==> src/pkg/wcas_map.svh <==
// Purpose : register map, field positions and counts of the watch block
// Assumes : 32-bit register words on an 8-bit byte address
// Notes   : definitions only
`ifndef WCAS_MAP_SVH
`define WCAS_MAP_SVH

// ----------------------------------------------------------------
// register byte addresses
// ----------------------------------------------------------------
`define WCAS_A_CTRL   8'h00
`define WCAS_A_TIME   8'h04
`define WCAS_A_DAY    8'h08
`define WCAS_A_AL1    8'h0C
`define WCAS_A_AL2    8'h10
`define WCAS_A_AL2D   8'h14
`define WCAS_A_SW     8'h18
`define WCAS_A_STAT   8'h1C

// ----------------------------------------------------------------
// field positions
// ----------------------------------------------------------------
`define WCAS_C_RUN    0
`define WCAS_C_IEN    7:1
`define WCAS_F_CTRL   7:0
`define WCAS_F_SEC    5:0
`define WCAS_F_MIN    13:8
`define WCAS_F_HOUR   20:16
`define WCAS_F_DAY    14:0
`define WCAS_F_SW     15:0
`define WCAS_F_STAT   6:0
`define WCAS_S_SEC    0
`define WCAS_S_MIN    1
`define WCAS_S_HOUR   2
`define WCAS_S_DAY    3
`define WCAS_S_AL1    4
`define WCAS_S_AL2    5
`define WCAS_S_SW     6

// ----------------------------------------------------------------
// reset values and counts
// ----------------------------------------------------------------
`define WCAS_CTRL_RST 8'h01
`define WCAS_SEC_MAX  6'h3B
`define WCAS_MIN_MAX  6'h3B
`define WCAS_HOUR_MAX 5'h17
`define WCAS_DAY_MAX  15'h7FFF
`define WCAS_PRE_LAST 15'h7FFF
`define WCAS_PRE_HALF 15'h3FFF
`define WCAS_SW_ONE   16'h0001

`endif

==> src/pkg/wcas_pkg.sv <==
// Purpose : shared types of the watch block
// Assumes : nothing beyond the map header
// Notes   : widths fixed at the counter sizes
`default_nettype none
package wcas_pkg;
  typedef logic [5:0]  wcas_sec_t;
  typedef logic [5:0]  wcas_min_t;
  typedef logic [4:0]  wcas_hour_t;
  typedef logic [14:0] wcas_day_t;
  typedef logic [15:0] wcas_sw_t;
  typedef logic [6:0]  wcas_stat_t;
  typedef logic [7:0]  wcas_ctrl_t;

  // time of day as held for the alarms
  typedef struct packed {
    wcas_hour_t hour;
    wcas_min_t  min;
    wcas_sec_t  sec;
  } wcas_tod_t;

  typedef enum logic {WCAS_SW_IDLE, WCAS_SW_RUN} wcas_sw_state_t;
endpackage
`default_nettype wire

==> src/pkg/wcas_tick_if.sv <==
// Purpose : carries the prescaled time base to the counter logic
// Assumes : one clock domain
// Notes   : both strobes are one-cycle pulses
`default_nettype none
interface wcas_tick_if;
  logic sec_tick;
  logic half_tick;
  modport src (output sec_tick, output half_tick);
  modport dst (input  sec_tick, input  half_tick);
endinterface
`default_nettype wire

==> src/wcas_modcnt.sv <==
// Purpose : modulo counter with load and wrap carry
// Assumes : load has priority over increment
// Notes   : wrap_o is combinational, high with inc_i at the maximum and no ld_i
`default_nettype none
module wcas_modcnt #(
  parameter int unsigned W = 6,
  parameter logic [W-1:0] MAXV = '1
) (
  input  wire logic         clk_i,
  input  wire logic         srst_i,
  input  wire logic         inc_i,
  input  wire logic         ld_i,
  input  wire logic [W-1:0] ld_val_i,
  output logic      [W-1:0] val_o,
  output logic              wrap_o
);
  typedef struct packed {
    logic [W-1:0] val;
  } wcas_cnt_st_t;

  wcas_cnt_st_t s_q;
  wcas_cnt_st_t s_d;

  // ----------------------------------------------------------------
  // next value
  // ----------------------------------------------------------------
  always_comb
  begin
    s_d = s_q;
    if (ld_i)
    begin
      // out-of-range loads would never wrap at the right place
      s_d.val = (ld_val_i > MAXV) ? '0 : ld_val_i;
    end
    else if (inc_i)
    begin
      s_d.val = (s_q.val == MAXV) ? '0 : s_q.val + 1'b1;
    end
  end

  // state register
  always_ff @(posedge clk_i)
  begin
    if (srst_i)
      s_q <= '0;
    else
      s_q <= s_d;
  end

  assign val_o  = s_q.val;
  assign wrap_o = inc_i && !ld_i && (s_q.val == MAXV);
endmodule
`default_nettype wire

==> src/wcas_prescale.sv <==
// Purpose : divides the sampled crystal input down to a 1 Hz tick
// Assumes : crystal input sampled directly, far slower than the clock
// Notes   : half_tick marks mid-second for the calibration output
`include "wcas_map.svh"
`default_nettype none
module wcas_prescale (
  input  wire logic   clk_i,
  input  wire logic   srst_i,
  input  wire logic   xin_i,
  input  wire logic   run_i,
  wcas_tick_if.src    tick_o
);
  typedef struct packed {
    logic        xin_prev;
    logic [14:0] cnt;
    logic        tick;
    logic        half;
  } wcas_pre_st_t;

  wcas_pre_st_t s_q;
  wcas_pre_st_t s_d;
  logic         rise;

  // ----------------------------------------------------------------
  // count crystal edges, 32768 of them per second
  // ----------------------------------------------------------------
  assign rise = xin_i && !s_q.xin_prev;

  always_comb
  begin
    s_d          = s_q;
    s_d.xin_prev = xin_i;
    s_d.tick     = 1'b0;
    s_d.half     = 1'b0;
    // stopped prescaler keeps its phase so a restart is seamless
    if (rise && run_i)
    begin
      s_d.cnt  = s_q.cnt + 1'b1;
      s_d.tick = (s_q.cnt == `WCAS_PRE_LAST);
      s_d.half = (s_q.cnt == `WCAS_PRE_HALF);
    end
  end

  // state register
  always_ff @(posedge clk_i)
  begin
    if (srst_i)
      s_q <= '0;
    else
      s_q <= s_d;
  end

  assign tick_o.sec_tick  = s_q.tick;
  assign tick_o.half_tick = s_q.half;
endmodule
`default_nettype wire

==> src/wcas_top.sv <==
// Purpose : watch block with time keeping, two alarms and stopwatch
// Assumes : crystal input synchronous to SYS_CLK_I, plain register port
// Notes   : interrupt output is the OR of enabled sticky status bits
//
// Operation
// - crystal input divided by a prescaler down to a 1 Hz tick
// - seconds and minutes counters each count sixty states
// - hours counter counts 24 states, advanced by minutes wrap
// - day counter spans 32768 days, advanced by hours wrap
// - enabled alarm interrupts when a tick brings the counters to the alarm value
// - alarm one matches time of day, alarm two day plus time
// - stopwatch loaded by software, then decrements once per second
// - enabled stopwatch interrupts when its countdown underflows
// - selectable periodic interrupts on second, minute, hour, day
// - calibration output toggles twice per second from the time base, a 1 Hz square wave
// - counting and state persist while the host is in low power
`include "wcas_map.svh"
`default_nettype none
module wcas_top
  import wcas_pkg::*;
(
  input  wire logic        SYS_CLK_I,
  input  wire logic        SRST_I,
  input  wire logic        CRYSTAL_IN_PIN_I,
  output logic             CRYSTAL_OUT_PIN_O,
  input  wire logic [7:0]  ADDR_I,
  input  wire logic [31:0] WDATA_I,
  input  wire logic        WR_I,
  input  wire logic        RD_I,
  output logic      [31:0] RDATA_O,
  output logic             IRQ_O,
  output logic             CALIB_SECOND_OUT_O
);

  // ----------------------------------------------------------------
  // state of the block
  // ----------------------------------------------------------------
  typedef struct packed {
    wcas_ctrl_t     ctrl;
    wcas_tod_t      al1;
    wcas_tod_t      al2;
    wcas_day_t      al2_day;
    wcas_sw_t       sw_cnt;
    wcas_sw_state_t sw_st;
    wcas_stat_t     stat;
    logic           chk;
    logic           irq;
    logic [31:0]    rdata;
    logic           calib;
    logic           xout;
  } wcas_top_st_t;

  wcas_top_st_t s_q;
  wcas_top_st_t s_d;

  wcas_tick_if  tick ();

  wcas_sec_t    sec_v;
  wcas_min_t    min_v;
  wcas_hour_t   hour_v;
  wcas_day_t    day_v;
  logic         sec_wrap;
  logic         min_wrap;
  logic         hour_wrap;
  logic         day_wrap;
  logic         ld_tod;
  logic         ld_day;
  wcas_tod_t    cur_tod;
  wcas_stat_t   ev;
  wcas_stat_t   clr;
  logic         al1_hit;
  logic         al2_hit;
  logic         sw_under;

  // ----------------------------------------------------------------
  // time base
  // ----------------------------------------------------------------
  wcas_prescale u_pre (
    .clk_i  (SYS_CLK_I),
    .srst_i (SRST_I),
    .xin_i  (CRYSTAL_IN_PIN_I),
    .run_i  (s_q.ctrl[`WCAS_C_RUN]),
    .tick_o (tick.src)
  );

  // ----------------------------------------------------------------
  // cascaded time-keeping counters
  // ----------------------------------------------------------------
  // software loads of the counters
  assign ld_tod = WR_I && (ADDR_I == `WCAS_A_TIME);
  assign ld_day = WR_I && (ADDR_I == `WCAS_A_DAY);

  // no host power input gates these: they count on regardless
  wcas_modcnt #(.W(6), .MAXV(`WCAS_SEC_MAX)) u_sec (
    .clk_i    (SYS_CLK_I),
    .srst_i   (SRST_I),
    .inc_i    (tick.sec_tick),
    .ld_i     (ld_tod),
    .ld_val_i (WDATA_I[`WCAS_F_SEC]),
    .val_o    (sec_v),
    .wrap_o   (sec_wrap)
  );

  wcas_modcnt #(.W(6), .MAXV(`WCAS_MIN_MAX)) u_min (
    .clk_i    (SYS_CLK_I),
    .srst_i   (SRST_I),
    .inc_i    (sec_wrap),
    .ld_i     (ld_tod),
    .ld_val_i (WDATA_I[`WCAS_F_MIN]),
    .val_o    (min_v),
    .wrap_o   (min_wrap)
  );

  wcas_modcnt #(.W(5), .MAXV(`WCAS_HOUR_MAX)) u_hour (
    .clk_i    (SYS_CLK_I),
    .srst_i   (SRST_I),
    .inc_i    (min_wrap),
    .ld_i     (ld_tod),
    .ld_val_i (WDATA_I[`WCAS_F_HOUR]),
    .val_o    (hour_v),
    .wrap_o   (hour_wrap)
  );

  // the day count simply rolls over after its last day
  wcas_modcnt #(.W(15), .MAXV(`WCAS_DAY_MAX)) u_day (
    .clk_i    (SYS_CLK_I),
    .srst_i   (SRST_I),
    .inc_i    (hour_wrap),
    .ld_i     (ld_day),
    .ld_val_i (WDATA_I[`WCAS_F_DAY]),
    .val_o    (day_v),
    .wrap_o   (day_wrap)
  );

  // ----------------------------------------------------------------
  // events
  // ----------------------------------------------------------------
  assign cur_tod = '{hour: hour_v, min: min_v, sec: sec_v};

  // compared one cycle after the tick, once the counters have moved;
  // a match made by a software load alone raises nothing
  assign al1_hit = s_q.chk && (cur_tod == s_q.al1);
  assign al2_hit = s_q.chk && (cur_tod == s_q.al2)
                   && (day_v == s_q.al2_day);

  assign sw_under = tick.sec_tick && (s_q.sw_st == WCAS_SW_RUN)
                    && (s_q.sw_cnt == '0);

  // event vector in status bit order
  always_comb
  begin
    ev                = '0;
    ev[`WCAS_S_SEC]   = tick.sec_tick;
    ev[`WCAS_S_MIN]   = sec_wrap;
    ev[`WCAS_S_HOUR]  = min_wrap;
    ev[`WCAS_S_DAY]   = hour_wrap;
    ev[`WCAS_S_AL1]   = al1_hit;
    ev[`WCAS_S_AL2]   = al2_hit;
    ev[`WCAS_S_SW]    = sw_under;
  end

  // write-one-to-clear of the status register
  assign clr = (WR_I && (ADDR_I == `WCAS_A_STAT))
               ? WDATA_I[`WCAS_F_STAT] : '0;

  // ----------------------------------------------------------------
  // next state
  // ----------------------------------------------------------------
  always_comb
  begin
    s_d       = s_q;
    s_d.chk   = tick.sec_tick;
    s_d.rdata = '0;
    s_d.xout  = !CRYSTAL_IN_PIN_I;

    // register writes
    if (WR_I)
    begin
      case (ADDR_I)
        `WCAS_A_CTRL:
        begin
          s_d.ctrl = WDATA_I[`WCAS_F_CTRL];
        end
        `WCAS_A_AL1:
        begin
          s_d.al1.sec  = WDATA_I[`WCAS_F_SEC];
          s_d.al1.min  = WDATA_I[`WCAS_F_MIN];
          s_d.al1.hour = WDATA_I[`WCAS_F_HOUR];
        end
        `WCAS_A_AL2:
        begin
          s_d.al2.sec  = WDATA_I[`WCAS_F_SEC];
          s_d.al2.min  = WDATA_I[`WCAS_F_MIN];
          s_d.al2.hour = WDATA_I[`WCAS_F_HOUR];
        end
        `WCAS_A_AL2D:
        begin
          s_d.al2_day = WDATA_I[`WCAS_F_DAY];
        end
        default:
        begin
          s_d.ctrl = s_q.ctrl;
        end
      endcase
    end

    // stopwatch; a load in the tick cycle wins over the decrement
    case (s_q.sw_st)
      WCAS_SW_IDLE:
      begin
        s_d.sw_st = WCAS_SW_IDLE;
      end
      WCAS_SW_RUN:
      begin
        if (tick.sec_tick)
        begin
          if (s_q.sw_cnt == '0)
            s_d.sw_st = WCAS_SW_IDLE;
          else
            s_d.sw_cnt = s_q.sw_cnt - `WCAS_SW_ONE;
        end
      end
      default:
      begin
        s_d.sw_st = WCAS_SW_IDLE;
      end
    endcase
    if (WR_I && (ADDR_I == `WCAS_A_SW))
    begin
      s_d.sw_cnt = WDATA_I[`WCAS_F_SW];
      s_d.sw_st  = WCAS_SW_RUN;
    end

    // sticky flags: a new event beats a clear in the same cycle
    s_d.stat = (s_q.stat & ~clr) | ev;
    // disabled sources stay visible in status but never interrupt
    s_d.irq  = |(s_d.stat & s_q.ctrl[`WCAS_C_IEN]);

    // square wave, one full period per second
    if (tick.sec_tick || tick.half_tick)
      s_d.calib = !s_q.calib;

    // read data, present only in the cycle after the strobe
    if (RD_I)
    begin
      case (ADDR_I)
        `WCAS_A_CTRL:
          s_d.rdata[`WCAS_F_CTRL] = s_q.ctrl;
        `WCAS_A_TIME:
        begin
          s_d.rdata[`WCAS_F_SEC]  = sec_v;
          s_d.rdata[`WCAS_F_MIN]  = min_v;
          s_d.rdata[`WCAS_F_HOUR] = hour_v;
        end
        `WCAS_A_DAY:
          s_d.rdata[`WCAS_F_DAY] = day_v;
        `WCAS_A_AL1:
        begin
          s_d.rdata[`WCAS_F_SEC]  = s_q.al1.sec;
          s_d.rdata[`WCAS_F_MIN]  = s_q.al1.min;
          s_d.rdata[`WCAS_F_HOUR] = s_q.al1.hour;
        end
        `WCAS_A_AL2:
        begin
          s_d.rdata[`WCAS_F_SEC]  = s_q.al2.sec;
          s_d.rdata[`WCAS_F_MIN]  = s_q.al2.min;
          s_d.rdata[`WCAS_F_HOUR] = s_q.al2.hour;
        end
        `WCAS_A_AL2D:
          s_d.rdata[`WCAS_F_DAY] = s_q.al2_day;
        `WCAS_A_SW:
          s_d.rdata[`WCAS_F_SW] = s_q.sw_cnt;
        `WCAS_A_STAT:
          s_d.rdata[`WCAS_F_STAT] = s_q.stat;
        default:
          s_d.rdata = '0;
      endcase
    end
  end

  // ----------------------------------------------------------------
  // state register
  // ----------------------------------------------------------------
  always_ff @(posedge SYS_CLK_I)
  begin
    if (SRST_I)
    begin
      s_q      <= '0;
      s_q.ctrl <= `WCAS_CTRL_RST;
    end
    else
    begin
      s_q <= s_d;
    end
  end

  // outputs straight from flip-flops
  assign RDATA_O            = s_q.rdata;
  assign IRQ_O              = s_q.irq;
  assign CALIB_SECOND_OUT_O = s_q.calib;
  assign CRYSTAL_OUT_PIN_O  = s_q.xout;

  // day wrap has no consumer beyond the counter itself
  logic unused_day_wrap;
  assign unused_day_wrap = day_wrap;
endmodule
`default_nettype wire

==> config.mk <==
export PLATFORM = sky130hd
export DESIGN_NAME = wcas_top
export DESIGN_NICKNAME = d
export VERILOG_FILES = /design/src/pkg/wcas_pkg.sv /design/src/pkg/wcas_tick_if.sv /design/src/wcas_modcnt.sv /design/src/wcas_prescale.sv /design/src/wcas_top.sv
export VERILOG_INCLUDE_DIRS = /design/src /design/src/pkg
export SDC_FILE = /design/constraint.sdc
export NUM_CORES = 1
export LEC_CHECK = 0
export ABC_AREA = 1
export BUFFER_PORTS_ARGS = -buffer_cell sky130_fd_sc_hd__buf_2
export CAP_MARGIN = 20
export CORE_ASPECT_RATIO = 1.25
export CORE_UTILIZATION = 54
export CTS_CLUSTER_SIZE = 12
export DETAILED_ROUTE_END_ITERATION = 10
export GPL_TIMING_DRIVEN = 0
export PLACE_DENSITY = 0.72
export SYNTH_ARGS = -nofsm -noshare
export SYNTH_HDL_FRONTEND = slang
export SYNTH_SLANG_ARGS = --single-unit
==> constraint.sdc <==
create_clock -name SYS_CLK_I -period 1.9 [get_ports SYS_CLK_I]
set_clock_uncertainty 0.1 [all_clocks]
set_input_delay 0.38 -clock SYS_CLK_I [delete_from_list [all_inputs] [get_ports SYS_CLK_I]]
set_output_delay 0.38 -clock SYS_CLK_I [all_outputs]
set_load 0.03 [all_outputs]
After elaboration in Yosys (flattened, before gate mapping)
Index checks and enable logic that the tools add are counted.
Word-level totals
  register bits: 167
  input port bits: 45
  output and inout port bits: 35
  word-level logic and storage cells: 129
Operators by class
  add/sub/neg operators: 6
  order comparisons: 4
  equality and inequality tests: 17
  multiplexer cells: 29
  bitwise operators: 8
  reductions and logical operators: 39
Operator list (count)
  $mux W15: 4
  $mux W6: 8
  $pmux W6 S8: 1
  $pmux W6 S6: 1
  $eq A17 B17 Y1: 2
  $mux W17: 2
  $eq A8 B5 Y1 const B: 4
  $mux W16: 2
  $add A15 B1 Y15 const B: 2
  $eq A15 B15 Y1 const B: 2
  $mux W5: 4
  $logic_and A1 B1 Y1: 17
  $eq A8 B4 Y1 const B: 2
  $logic_not A16 Y1: 1
  $sub A16 B1 Y16 const B: 1
  $eq A15 B14 Y1 const B: 1
  $eq A15 B15 Y1: 1
  $gt A15 B15 Y1 const B: 1
  $pmux W5 S3: 1
  $and A7 B7 Y7: 2
  $add A6 B1 Y6 const B: 2
  $eq A6 B6 Y1 const B: 2
  $gt A6 B6 Y1 const B: 2
  $reduce_bool A2 Y1: 6
  other kinds (22): 32

Longest topological paths before layout
Gate-level depths: netlist of the first run.
  depth in word-level cells: 12
  gate-level depth with buffers: 14
  mapped depth without buffers: 14

Cells and area by module
A second synthesis of the first run with hierarchy kept.
Unflattened totals
  cells, all modules: 1297
  area total of the unflattened synthesis: 8814.7 um2
Modules (own cells, without submodules)
  wcas_top: times used 1, cells each 851, area an instance 5746.8 um2, sequential area each 2122.0 um2
  wcas_modcnt at u_day: times used 1, cells each 141, area an instance 968.4 um2, sequential area each 300.3 um2
  wcas_prescale: times used 1, cells each 131, area an instance 914.6 um2, sequential area each 360.3 um2
  wcas_modcnt at u_min ...: times used 2, cells each 60, area an instance 414.1 um2, sequential area each 120.1 um2
  wcas_modcnt at u_hour: times used 1, cells each 54, area an instance 356.6 um2, sequential area each 100.1 um2

Least setup slack after synthesis of the first run
Ideal clock, no wire load.
  kind: flip-flop to flip-flop
  start point: reg s_q[44] (netlist name)
  end point: reg s_q[51] (netlist name)
  setup time: 0.116 ns
  data arrival time: 1.576 ns
  required time: 1.684 ns
  setup slack: 0.108 ns
  stages on the path, launching flop included: 14
  buffers on the path: 0
  clock period less this slack: 1.792 ns
  path through: dfxtp_1 inv_1 ha_1 nand3_2 nor2_4 nand2_2 nor2_4 nand2_1 nand2_2 inv_1 nand3_1 nand3_1 o211ai_1 inv_1
On the way
  longest elaborated chain between the ends: 5
  elaborated cells between the ends (all ways): 8
  those cells by class: add/sub: 1; eq/ne: 1; mux: 4; reduce/logical: 2
RTL lines
  start, declared: line wcas_top.sv:53  | wcas_top_st_t s_q;
  $sub A16 B1 Y16 (no line)
  $mux W16: line wcas_top.sv:217  | if (s_q.sw_cnt == '0)
  $mux W17: line wcas_top.sv:215  | if (tick.sec_tick)
  $mux W16: line wcas_top.sv:208  | case (s_q.sw_st)
  $mux W17: line wcas_top.sv:228  | if (WR_I && (ADDR_I == `WCAS_A_SW))
Parallel ways exist; a longest one is shown, timed or not. The select of a mux whose other input is x is not followed.
A chain may end at the register's enable or synchronous reset.

Worst setup path in the final report of the first run
  start point: reg u_sec.s_q (netlist bit u_sec.val_o[5])
  end point: reg u_day.s_q (netlist bit u_day.val_o[7])
On the way
  longest elaborated chain between the ends: 7
RTL lines
  start, declared: line wcas_modcnt.sv:21  | wcas_cnt_st_t s_q;
  start signal, assigned: line wcas_modcnt.sv:45  | s_q <= '0;
  start signal, assigned: line wcas_modcnt.sv:47  | s_q <= s_d;
  $eq A6 B6 Y1: line wcas_modcnt.sv:51  | assign wrap_o = inc_i && !ld_i && (s_q.val == MAXV);
  $logic_and A1 B1 Y1 (5 in a row): line wcas_modcnt.sv:51
  $reduce_bool A2 Y1 (no line)
  end signal, assigned: line wcas_modcnt.sv:45
  end signal, assigned: line wcas_modcnt.sv:47
  end, declared: line wcas_modcnt.sv:21
No other way between the ends.

==> impl_summary.md, run 1 <==
Run status
The run finished with clean final reports.

Global routing
Global routing consumed, over all layers together, 36.7% of the routing resources. The number of global-route vias before repair came to 8437. The wire length of the first global-routing pass is 44900 um. Entering global routing, the biggest net connects 17 pins. The number of antenna violations at the first check in global routing came to 0.

The global-route congestion overflow total is 0.

Worst setup path
For the worst setup path, the data arrival time is 2.09 ns. The cell with the largest stage delay on the worst path is sky130_fd_sc_hd__dfxtp_1. The kind of critical path is flop to flop. The signal on the critical path passes through nand2_1 > nor2_4 > buf_6 > nand4_4 > nor2_4 > nor2_8 > o21ai_0 > a21oi_1. For the worst setup path, the data required time is 2.12 ns. The stage delay of the slowest cell on the critical path is 0.45 ns.

The launching element type of the critical path is a flop. The worst setup path is captured at a flop. The most numerous cell type found on the critical path is sky130_fd_sc_hd__nor2_4. Along the worst path, the maximum fanout reaches 9.

Logic synthesis
The share of async-settable or async-resettable flops after synthesis is 0%. For this run, the leading register cell type out of synthesis is sky130_fd_sc_hd__dfxtp_1. Sequential cells were found to cover 35.8% of the synthesized design area. In this run the mean area of a mapped cell was 6.84 um2. In this run the cell area of the synthesized design comes to 0.00871 mm2. During synthesis, Yosys emitted a total of 0 warnings. The synthesized instance count is 1274. The register bit total from synthesis is 156. Yosys mapped the design onto 49 distinct sky130hd cell types. The number of enable flip-flop cells after synthesis is 0.

Timing
The number of endpoints failing setup at the final stage is 0. For the pin with the worst max-slew slack, the measured transition is 0.896 ns. In the finished design, the share of the clock period the worst path needs comes to 98.6%.

The normalized max-slew margin is 40.3%. The count of final max-slew check failures is 0. Setup repair after global routing could not meet its margin everywhere. The worst path needs 1.87 ns of the cycle, external delays included.

The final number of hold-violating endpoints is 0. After layout, the worst setup slack is 0.0263 ns. The worst-case hold slack is 0.0351 ns. The highest clock rate is 534 MHz. The total negative slack is 0 ns.

Placement
The post-DP HPWL is 21600 um. The worst setup slack after placement is -0.456 ns. The count of buffers added on input and output ports is 53. The weighted congestion reported at the end of routability-driven placement is 0.988. In this run the cell area measured after placement is 0.00928 mm2. The instance count after placement with tap cells included is 1549.

Pwr
The largest voltage drop on the vdd net is 0.624 mV. The total power per unit cell area is 679 mW/mm2. For this design the static power due to leakage is 4.26 nW.

Floorplanning
The number of core rows is 51. The initial core utilization is 55.5%. The die is 116 um wide. In this run the vertical extent of the chip is 144 um. The total area inside the core boundary comes to 0.0157 mm2. The die covers 0.0166 mm2. The number of ports placed on the die boundary is 80.

Layout
In the final design database the tool counted 1438 nets. The number of inserted diodes is 0. The area of all placed cells without fillers is 0.0104 mm2.

The number of fillers in the final layout is 1503. The final cell count without fillers is 1612. The area growth from synthesis to final layout is 19.9%. The share of layout cells above drive strength 1 is 21.6%.

Detailed routing
The number of violations reported at the end of detailed-routing iteration 0 is 996. The antenna violation net count after detailed routing is 0. After detailed routing, the average wire length per cell comes to 18.7 um.

The routed via count divided by cell count is 5.80. For this run, design rule violations remaining after detail routing come to 0. Summed over all layers, the routed wires come to 30100 um.

For this block, the via count after detailed routing is 9347. The number of search-and-repair iterations in the first detailed-routing pass is 6.

CTS
The longest clock path from root to sink contains 2 buffers. The cell at the root of the clock tree is sky130_fd_sc_hd__clkbuf_16. Clock-pin slew was measured on the worst setup and hold paths at 0.06 ns. The worst-skew pair later-pin latency is 0.44 ns. In this run the number of H-tree levels came out at 4.

Clock tree synthesis found a total of 156 sinks. The number of clock buffers inserted by TritonCTS is 17. The CTS tree is built.

The count of hold buffers inserted by post-cts repair is 0.

Min path
The worst hold path belongs to the class input pin to flop.

Job
The max-cap check violation count is 0.
cells in the mapped netlist, drive strengths merged (23+ instances only):
cell / number / area (um2)
nand2: 289 / 1150
nor3: 24 / 159
dfxtp: 156 / 3120
buf: 55 / 402
clkbuf: 24 / 90.1
o21ai: 114 / 586
nor2: 116 / 529
nand3: 60 / 328
inv: 178 / 673
nand4: 23 / 159
a21oi: 102 / 533
xor2: 23 / 201
a31oi: 25 / 156
o22ai: 38 / 238
flip-flops by register name (all words and copies together) (netlist names):
register                count
u_sec.val_o                 6
IRQ_O                       1
CALIB_SECOND_OUT_O          1
RDATA_O                    21
u_day.val_o                15
s_q                        82
u_hour.val_o                5
u_pre.tick_o.sec_tick       1
u_min.val_o                 6
u_pre.s_q                  16
CRYSTAL_OUT_PIN_O           1
u_pre.tick_o.half_tick      1
worst max-delay path, delay by kind of cell (launching register included):
kind	cells	cell delay, ns
simple gates	5	0.76
flops	1	0.45
compound gates	2	0.31
buf+inv	1	0.13
cells by family (layout without fill, tap and decap cells):
kind of cell,Yosys count,in the layout,share of synthesized area (%)
adders and majority gates,6,6,0.862
other,1,11,0.0430
buffers and inverters,259,375,13.5
DFF,156,156,35.8
xor gates and xnor gates,26,26,2.61
AOI/OAI and AO/OA,307,307,19.9
and+or+nand+nor,519,519,27.2
placed cells by master (no fill, tap or decap), types with 15 or more instances in the layout:
master,n
sky130_fd_sc_hd__nand2_1,269
sky130_fd_sc_hd__inv_1,156
sky130_fd_sc_hd__dfxtp_1,134
sky130_fd_sc_hd__o21ai_0,104
sky130_fd_sc_hd__a21oi_1,95
sky130_fd_sc_hd__nor2_1,92
sky130_fd_sc_hd__buf_4,66
sky130_fd_sc_hd__buf_2,64
sky130_fd_sc_hd__nand3_1,50
sky130_fd_sc_hd__o22ai_1,37
sky130_fd_sc_hd__a31oi_1,25
sky130_fd_sc_hd__xor2_1,23
sky130_fd_sc_hd__nand4_1,22
sky130_fd_sc_hd__nor2_4,18
sky130_fd_sc_hd__clkbuf_1,18
sky130_fd_sc_hd__clkbuf_16,18
sky130_fd_sc_hd__nor3_1,17
sky130_fd_sc_hd__inv_2,15
layout make-up:
| class | instances | area [um2] | share of cell area, % |
|---|---|---|---|
| tap | 212 | 265 | 2.54 |
| buffer | 77 | 499 | 4.78 |
| multi-input combinational | 869 | 4690 | 44.9 |
| clock buffer | 21 | 470 | 4.50 |
| clock inverter | 11 | 118 | 1.13 |
| inverter | 180 | 701 | 6.71 |
| sequential | 156 | 3170 | 30.3 |
| timing repair buffer | 86 | 534 | 5.11 |
per-layer routing:
layer	vias to the layer above	wire (um)	track usage [%]
met5	-	0	0
met3	147	2810	7.84
met4	0	1980	24.9
li1	4393	-	-
met1	4245	11200	42.5
met2	562	14100	60.4
stage by stage:
stage | power, mW | utilization, %
after floorplan | 3.55 | -
after global placement | 3.70 | 59.1
after detailed placement | 3.70 | 59.1
after CTS | 7.07 | 64.4
after global routing | 7.25 | 66.6
final | 7.09 | 66.6
where the power goes:
part / internal [mW] / switching [mW] / leakage [nW]
Clock: 2.03 / 1.43 / 0.277
Combinational: 0.0881 / 0.271 / 2.71
Sequential: 3.27 / 0.00717 / 1.27
final timing paths:
path	slack [ns]	end	start	depth (start not counted)
worst max-delay path	0.03	u_day.val_o[7]	u_sec.val_o[5]	8
worst min-delay path	0.04	CRYSTAL_OUT_PIN_O	CRYSTAL_IN_PIN_I	2
worst max register to register	0.03	u_day.val_o[7]	u_sec.val_o[5]	8
worst min register to register	0.35	u_pre.s_q[11]	u_pre.s_q[11]	2
timing repair:
action,4_1_cts,5_1_grt
endpoints found under the setup margin,47,57
pin swaps,9,17
resized for setup,39,71
setup buffers,15,17
cloned,0,1
(Power assumes the default switching activity.)
==> run 2, diff against run 1 <==
==> constraint.sdc (replaced) <==
create_clock -name SYS_CLK_I -period 1.6 [get_ports SYS_CLK_I]
set_clock_uncertainty 0.1 [all_clocks]
set_input_delay 0.32 -clock SYS_CLK_I [delete_from_list [all_inputs] [get_ports SYS_CLK_I]]
set_output_delay 0.32 -clock SYS_CLK_I [all_outputs]
set_load 0.03 [all_outputs]
==> impl_summary.md, run 2 (same netlist as run 1, synthesis figures left out) <==
Placement
The instance count after placement with tap cells included was 1549 (unchanged). The weighted congestion reported at the end of routability-driven placement is 0.960 (-2.8%). The placed instance area is 0.00946 mm2 (+1.9%).

The post-DP HPWL is 22200 um (+2.9%). The total of buffers placed on input and output ports was 53 (unchanged). The worst setup slack after placement was -0.670 ns (-0.213 ns).

Run status
The flow ran to the end, but the final reports show violations. The checks that failed: setup timing.

Detailed routing
The total number of vias is 9837 (+5.2%). The routed wire length is 33000 um (+9.6%). The number of violations reported at the end of detailed-routing iteration 0 is 1274 (+28%). The routed via count divided by cell count came to 5.90 (+1.8%). The DRC violation count after routing is 0 (unchanged). The antenna violation net count after detailed routing came to 0 (unchanged).

The final routed wire length divided by cell count came to 19.8 um (+6.0%). The number of search-and-repair iterations in the first detailed-routing pass is 5 (-1).

Pwr
The leakage power of the design is 4.83 nW (+14%). The switching power is 2.12 mW (+24%). The largest voltage drop on the vdd net is 0.678 mV (+8.7%). The share of total power in combinational logic was 5.5% (+0.4 points). The switching fraction of total power is 24.1% (+0.032 points).

The proportion of power drawn by the clock network is 50.3% (+1.6 points). The power share of the sequential group is 44.2% (-2.0 points). The internal portion of total power was 6.67 mW (+24%).

The total power per unit cell area was 750 mW/mm2 (+11%).

Layout
The area of all placed cells without fillers is 0.0117 mm2 (+12%). The number of inserted diodes is 0 (unchanged). The library cells used most frequently in the layout, excluding fill and tap cells, are sky130_fd_sc_hd__nand2_1 (225), sky130_fd_sc_hd__inv_1 (139), sky130_fd_sc_hd__dfxtp_1 (123).

The share of layout cells above drive strength 1 is 33.7% (+12 points). The library cell used most frequently in the layout, excluding fill and tap cells, is sky130_fd_sc_hd__nand2_1. The final cell count without fillers is 1667 (+3.4%).

The register with the most flip-flops is s_q. The flip-flop count of the largest register after layout is 82 (unchanged). The final core area utilization was 74.6% (+8.0 points). The number of nets in the layout is 1493 (+3.8%). The area growth from synthesis to final layout is 34.4%.

Floorplanning
The overall die width is 116 um (unchanged). The initial core utilization is 55.5% (unchanged). The placeable core region is 0.0157 mm2 (unchanged). The number of ports placed on the die boundary is 80 (unchanged). The number of core rows is 51 (unchanged). The full die area came to 0.0166 mm2 (unchanged). The die outline height is 144 um (unchanged).

Worst setup path
Among all stages on the critical path, the largest delay is contributed by sky130_fd_sc_hd__dfxtp_2. The critical path arrival came to 2.07 ns (-0.02 ns). The top fanout value on the critical path was 4 (-5). The critical path goes through inv_4 > ha_4 > nand3_4 > nor2_4 > nand2_2 > nor2_4 > nand2_4 > nand2_8 > buf_12 > nor2_2 > xor2_1 > a21oi_1. The required time of the worst setup path is 1.81 ns (-0.31 ns). The cell repeated most along the worst path is sky130_fd_sc_hd__nor2_4. The stage delay of the slowest cell on the critical path is 0.34 ns (-0.11 ns).

The launching element type of the critical path is a flop. The kind of critical path is flop to flop. The endpoint kind of the worst setup timing path is a flop.

Timing
The highest clock rate came to 540 MHz (+1.1%). The post-route worst setup slack is -0.252 ns (-0.279 ns). The final critical path time including I/O delays and setup is 1.85 ns (-0.0212 ns). The count of final max-slew check failures is 0 (unchanged).

The share of the cycle needed by the critical path after routing is 116% (+17 points). The number of endpoints failing setup at the final stage is 41 (+41). The final number of hold-violating endpoints is 0 (unchanged).

The normalized max-slew margin came to 33.7% (-6.6 points). The transition time at the pin with the least slew margin is 0.995 ns (+0.0990 ns). The worst-case hold slack is 0.0333 ns (-0.00183 ns). Setup repair after global routing could not meet its margin everywhere.

CTS
The maximum clock insertion buffer count is 2 (unchanged). The worst-skew pair later-pin latency is 0.44 ns (about the same). The depth of the CTS H-tree is 4 (unchanged).

CTS placed an instance of sky130_fd_sc_hd__clkbuf_16 at the clock tree root. The number of clock buffers inserted by TritonCTS is 17 (unchanged). TritonCTS built the clock tree. The count of clock tree sinks was 156 (unchanged). The clock input transition at the sequential cells of the worst setup and hold paths is 0.07 ns (about the same).

Global routing
The number of antenna violations at the first check in global routing is 0 (unchanged). The wire length of the first global-routing pass is 48900 um (+8.9%). The global-route congestion overflow total was 0 (unchanged). The largest net degree at the start of global routing came to 17 (unchanged).

The number of global-route vias before repair came to 9239 (+9.5%). The global-route usage over all layers came to 39.6% (+2.9 points).

Min path
The class of the most critical hold timing path is input pin to flop.

Job
The max-cap check violation count came to 0 (unchanged).
## run 2: final timing paths
kind                          from            end  slack, ns  cells after the start
setup / recovery           s_q[45]        s_q[53]      -0.25                     12
hold / removal    CRYSTAL_IN_PIN_I  u_pre.s_q[17]       0.03                      3
setup reg to reg           s_q[45]        s_q[53]      -0.25                     12
hold reg to reg      u_pre.s_q[13]  u_pre.s_q[13]       0.36                      2
## run 2: per-layer routing
metal	GRT usage (%)	vias to the layer above	share of wire, %
met5	0	-	0
met1	44.9	4575	36
met3	8.17	189	9.1
met4	26.0	0	7.0
met2	67.1	570	48
li1	-	4503	-
## run 2: area by class of cell
cell class                      count  area, um2
Buffer                             76        515
Clock buffer                       19        443
Clock inverter                     13        189
Fill cell                        1259       3990
Inverter                          180        757
Multi-Input combinational cell    870       5270
Sequential cell                   156       3200
Tap cell                          212        265
Timing Repair Buffer              141       1060
## run 2: timing repair
action,4_1_cts,5_1_grt
resized for setup,153,134
hold endpoints to repair,1,0
buffers inserted,57,28
setup endpoints to repair,94,84
gates cloned,3,0
hold buffers,1,0
pin swaps,58,52
## run 2: power groups by stage
stage               logic, mW  clock network, mW  registers (mW)
finish                  0.487               4.42            3.88
global route            0.511               4.59            3.88
global placement        0.414                  0            3.98
detailed placement      0.416                  0            3.99
floorplan               0.231                  0            3.99
CTS                     0.443               4.38            3.89
## run 2: through the flow
| step | TNS, ns | total power [mW] |
|---|---|---|
| floorplan | -0.895 | 4.22 |
| global placement | -57.46 | 4.40 |
| detailed placement | -60.05 | 4.40 |
| CTS | -4.28 | 8.71 |
| global route | -9.48 | 8.98 |
| finish | -6.80 | 8.78 |
## run 2: worst max-delay path: cells and delay by family (launching register included)
family	cells	cell delay, ns
DFF	1	0.34
xor gates and xnor gates	1	0.17
AOI/OAI and AO/OA	1	0.10
buffers and inverters	2	0.17
and+or+nand+nor	7	0.71
adders and majority gates	1	0.14
==> run 3, diff against run 2 <==
==> constraint.sdc (replaced) <==
create_clock -name SYS_CLK_I -period 1.6 [get_ports SYS_CLK_I]
set_clock_uncertainty 0.1 [all_clocks]
set_input_delay 0.24 -clock SYS_CLK_I [delete_from_list [all_inputs] [get_ports SYS_CLK_I]]
set_output_delay 0.24 -clock SYS_CLK_I [all_outputs]
set_load 0.03 [all_outputs]
==> impl_summary.md, run 3 (same netlist as run 1, synthesis figures left out) <==
Run status
The run finished, with violations left. The final reports fail on setup timing.

Pwr
The internal portion of total power is 6.62 mW (-0.75%). The switching power is 2.05 mW (-3.4%). The proportion of power drawn by the clock network is 49.6% (-0.7 points). The leakage power of the design is 4.72 nW (-2.3%). The largest voltage drop on the vdd net came to 0.809 mV (+19%). The power share of the sequential group was 44.9% (+0.7 points). The share of total power in combinational logic is 5.6% (about the same). The total power after layout is 8.66 mW (-1.4%). The total power per unit cell area is 751 mW/mm2 (about the same). The switching fraction of total power was 23.6% (-0.50 points).

Floorplanning
The overall die width is 116 um (unchanged). The full die area is 0.0166 mm2 (unchanged). The initial core utilization is 55.5% (unchanged).

The die outline height is 144 um (unchanged). The number of ports placed on the die boundary is 80 (unchanged). The number of core rows is 51 (unchanged). The placeable core region was 0.0157 mm2 (unchanged).

Worst setup path
The cell with the largest stage delay on the worst path is sky130_fd_sc_hd__dfxtp_4. By startpoint and endpoint, the worst setup path is classified as flop to flop. The number of cell instances on the worst register-to-register path is 11 (-1). The critical path arrival is 2.11 ns (+0.04 ns). The required time of the worst setup path is 1.84 ns (+0.03 ns). The worst path buffer plus inverter count is 2 (unchanged). The startpoint identified for the worst register-to-register timing path is u_sec.val_o[0]. The gate family responsible for the most delay along the worst path is simple AND/OR/NAND/NOR gates.

The setup slack of the worst register-to-register path came to -0.26 ns (about the same). The worst setup path is captured at a flop. The launching element type of the critical path is a flop. The top fanout value on the critical path is 3 (-1).

The signal on the critical path passes through ha_4 > nand3_4 > nor2_4 > buf_6 > nand3_4 > nor2_2 > nand2_2 > nand2_4 > buf_4 > nand3_1 > a31oi_1. The stage delay of the slowest cell on the critical path was 0.36 ns (+0.02 ns). Among the stages of the critical path, the cell type that occurs most often is sky130_fd_sc_hd__nand3_4. The reg-to-reg endpoint is u_day.val_o[0].

Detailed routing
The antenna violation net count after detailed routing was 0 (unchanged). The final routed wire length divided by cell count is 19.1 um (-3.4%). The total number of vias is 9879 (+0.43%). The routed wire length is 32100 um (-3.0%). The DRC violation count after routing is 0 (unchanged). The number of search-and-repair iterations in the first detailed-routing pass is 8 (+3). The number of violations reported at the end of detailed-routing iteration 0 is 1134 (-11%). The routed via count divided by cell count came to 5.90 (about the same).

Layout
Leaving out fill and tap cells, the most frequent cell in the layout is sky130_fd_sc_hd__nand2_1. In the layout the commonest cells are sky130_fd_sc_hd__nand2_1 (237), sky130_fd_sc_hd__inv_1 (144), sky130_fd_sc_hd__dfxtp_1 (124). Relative to the synthesized area, the layout overhead comes to 32.5%.

The number of fillers in the final layout is 1273 (+1.1%). The share of layout cells above drive strength 1 came to 31.3% (-2.4 points). The number of inserted diodes came to 0 (unchanged). The register with the most flip-flops is s_q. The number of nets in the layout is 1501 (+0.54%). The flip-flop count of the largest register after layout came to 82 (unchanged).

Timing
The number of endpoints failing setup at the final stage was 46 (+12%). The share of the cycle needed by the critical path after routing is 117% (+0.76 points). The final critical path time including I/O delays and setup is 1.86 ns (+0.0121 ns).

The transition time at the pin with the least slew margin is 0.967 ns (-0.0273 ns). The post-route worst setup slack is -0.265 ns (-0.0121 ns). Setup repair after global routing could not meet its margin everywhere.

The normalized max-slew margin came to 35.5% (+1.8 points). The final number of hold-violating endpoints is 0 (unchanged). The count of final max-slew check failures came to 0 (unchanged). The highest clock rate was 536 MHz (-0.65%).

Global routing
The global-route usage over all layers is 38.9% (-0.69 points). The number of antenna violations at the first check in global routing was 0 (unchanged). The largest net degree at the start of global routing is 17 (unchanged). The wire length of the first global-routing pass is 48000 um (-1.8%). The global-route congestion overflow total was 0 (unchanged). The number of global-route vias before repair is 9338 (+1.1%).

CTS
The worst-skew pair later-pin latency came to 0.44 ns (about the same). The CTS tree is built. The clock input transition at the sequential cells of the worst setup and hold paths was 0.06 ns (about the same). The depth of the CTS H-tree is 4 (unchanged).

The cell at the root of the clock tree is sky130_fd_sc_hd__clkbuf_16. The count of clock tree sinks was 156 (unchanged). The maximum clock insertion buffer count is 2 (unchanged). The number of clock buffers inserted by TritonCTS is 17 (unchanged).

Min path
The end point of the worst hold path is u_hour.val_o[4]. The launch instance of the worst min-delay path is WDATA_I[20]. The instance count along the most critical hold path came to 3 (unchanged).

The min-delay analysis places its worst path in the category input pin to flop.

Placement
The weighted congestion reported at the end of routability-driven placement came to 0.991 (+3.2%). The worst setup slack after placement was -0.621 ns (+0.0485 ns). The post-DP HPWL came to 21800 um (-1.6%). The total of buffers placed on input and output ports was 53 (unchanged).

Job
The max-cap check violation count came to 0 (unchanged).
[run 3: cell count changes in the layout (fill, tap and decap cells not counted), sizes merged]
cell,previous run,this run
clkinvlp,7,4
clkinv,4,6
dlygate4sd3,1,4
inv,178,177
clkbuf,44,46
buf,191,196
[run 3: cell type report]
cell class | instances | area, um2 | share of cell area [%]
flip-flops and latches | 156 | 3200 | 27.7
plain buffers | 78 | 517 | 4.48
repair buffers | 147 | 1100 | 9.55
clock buffers | 21 | 440 | 3.82
clock inverters | 11 | 168 | 1.45
inverters | 180 | 722 | 6.26
well taps | 212 | 265 | 2.30
multi-input cells | 870 | 5120 | 44.4
[run 3: repair_timing]
| item | in CTS | in global routing |
|---|---|---|
| hold buffers | 4 | 0 |
| pin swaps | 57 | 49 |
| gates resized for setup | 158 | 82 |
| buffers inserted | 69 | 21 |
| cloned | 3 | 0 |
| hold endpoints to repair | 6 | 0 |
| setup endpoints to repair | 88 | 91 |
[run 3: power by group through the flow]
stage	logic [mW]	registers [mW]	clock network, mW
global placement	0.406	3.98	0
global route	0.507	3.89	4.45
finish	0.482	3.89	4.30
CTS	0.441	3.89	4.28
detailed placement	0.407	3.99	0
floorplan	0.225	3.99	0
[run 3: worst max path at each step]
stage	from	endpoint	cells past startpoint
floorplan	u_day.val_o[1]	u_day.val_o[5]	10
global placement	ADDR_I[5]	RDATA_O[4]	9
detailed placement	ADDR_I[5]	RDATA_O[4]	9
CTS	u_sec.val_o[0]	u_day.val_o[13]	11
global route	u_day.val_o[2]	u_day.val_o[9]	11
finish	u_sec.val_o[0]	u_day.val_o[0]	11
[run 3: tightest hold or removal path, stage by stage]
cell,delay (ns)
sky130_fd_sc_hd__buf_2,0.12
sky130_fd_sc_hd__nand3_1,0.07
sky130_fd_sc_hd__a31oi_1,0.07
[run 3: metal layers]
metal  global-route usage (%)  vias to the layer above  share of wire (%)
met2                     65.0                      602                 48
met3                     8.89                      189                9.4
met5                        0                        -                  0
met1                     43.1                     4575                 36
met4                     28.9                        0                7.3
li1                         -                     4513                  -
[run 3: through the flow]
stage	area [um2]	utilization, %	hold WS, ns	setup TNS (ns)	std cells
2_1_floorplan	8900	-	0.207	-0.916	1284
3_3_place_gp	9430	60.1	0.332	-49.84	1549
3_5_place_dp	9430	60.1	0.340	-50.45	1549
4_1_cts	11100	71.0	0.00408	-3.53	1655
5_1_grt	11500	73.5	0.0429	-11.50	1675
6_report	11500	73.5	0.0114	-7.94	1675
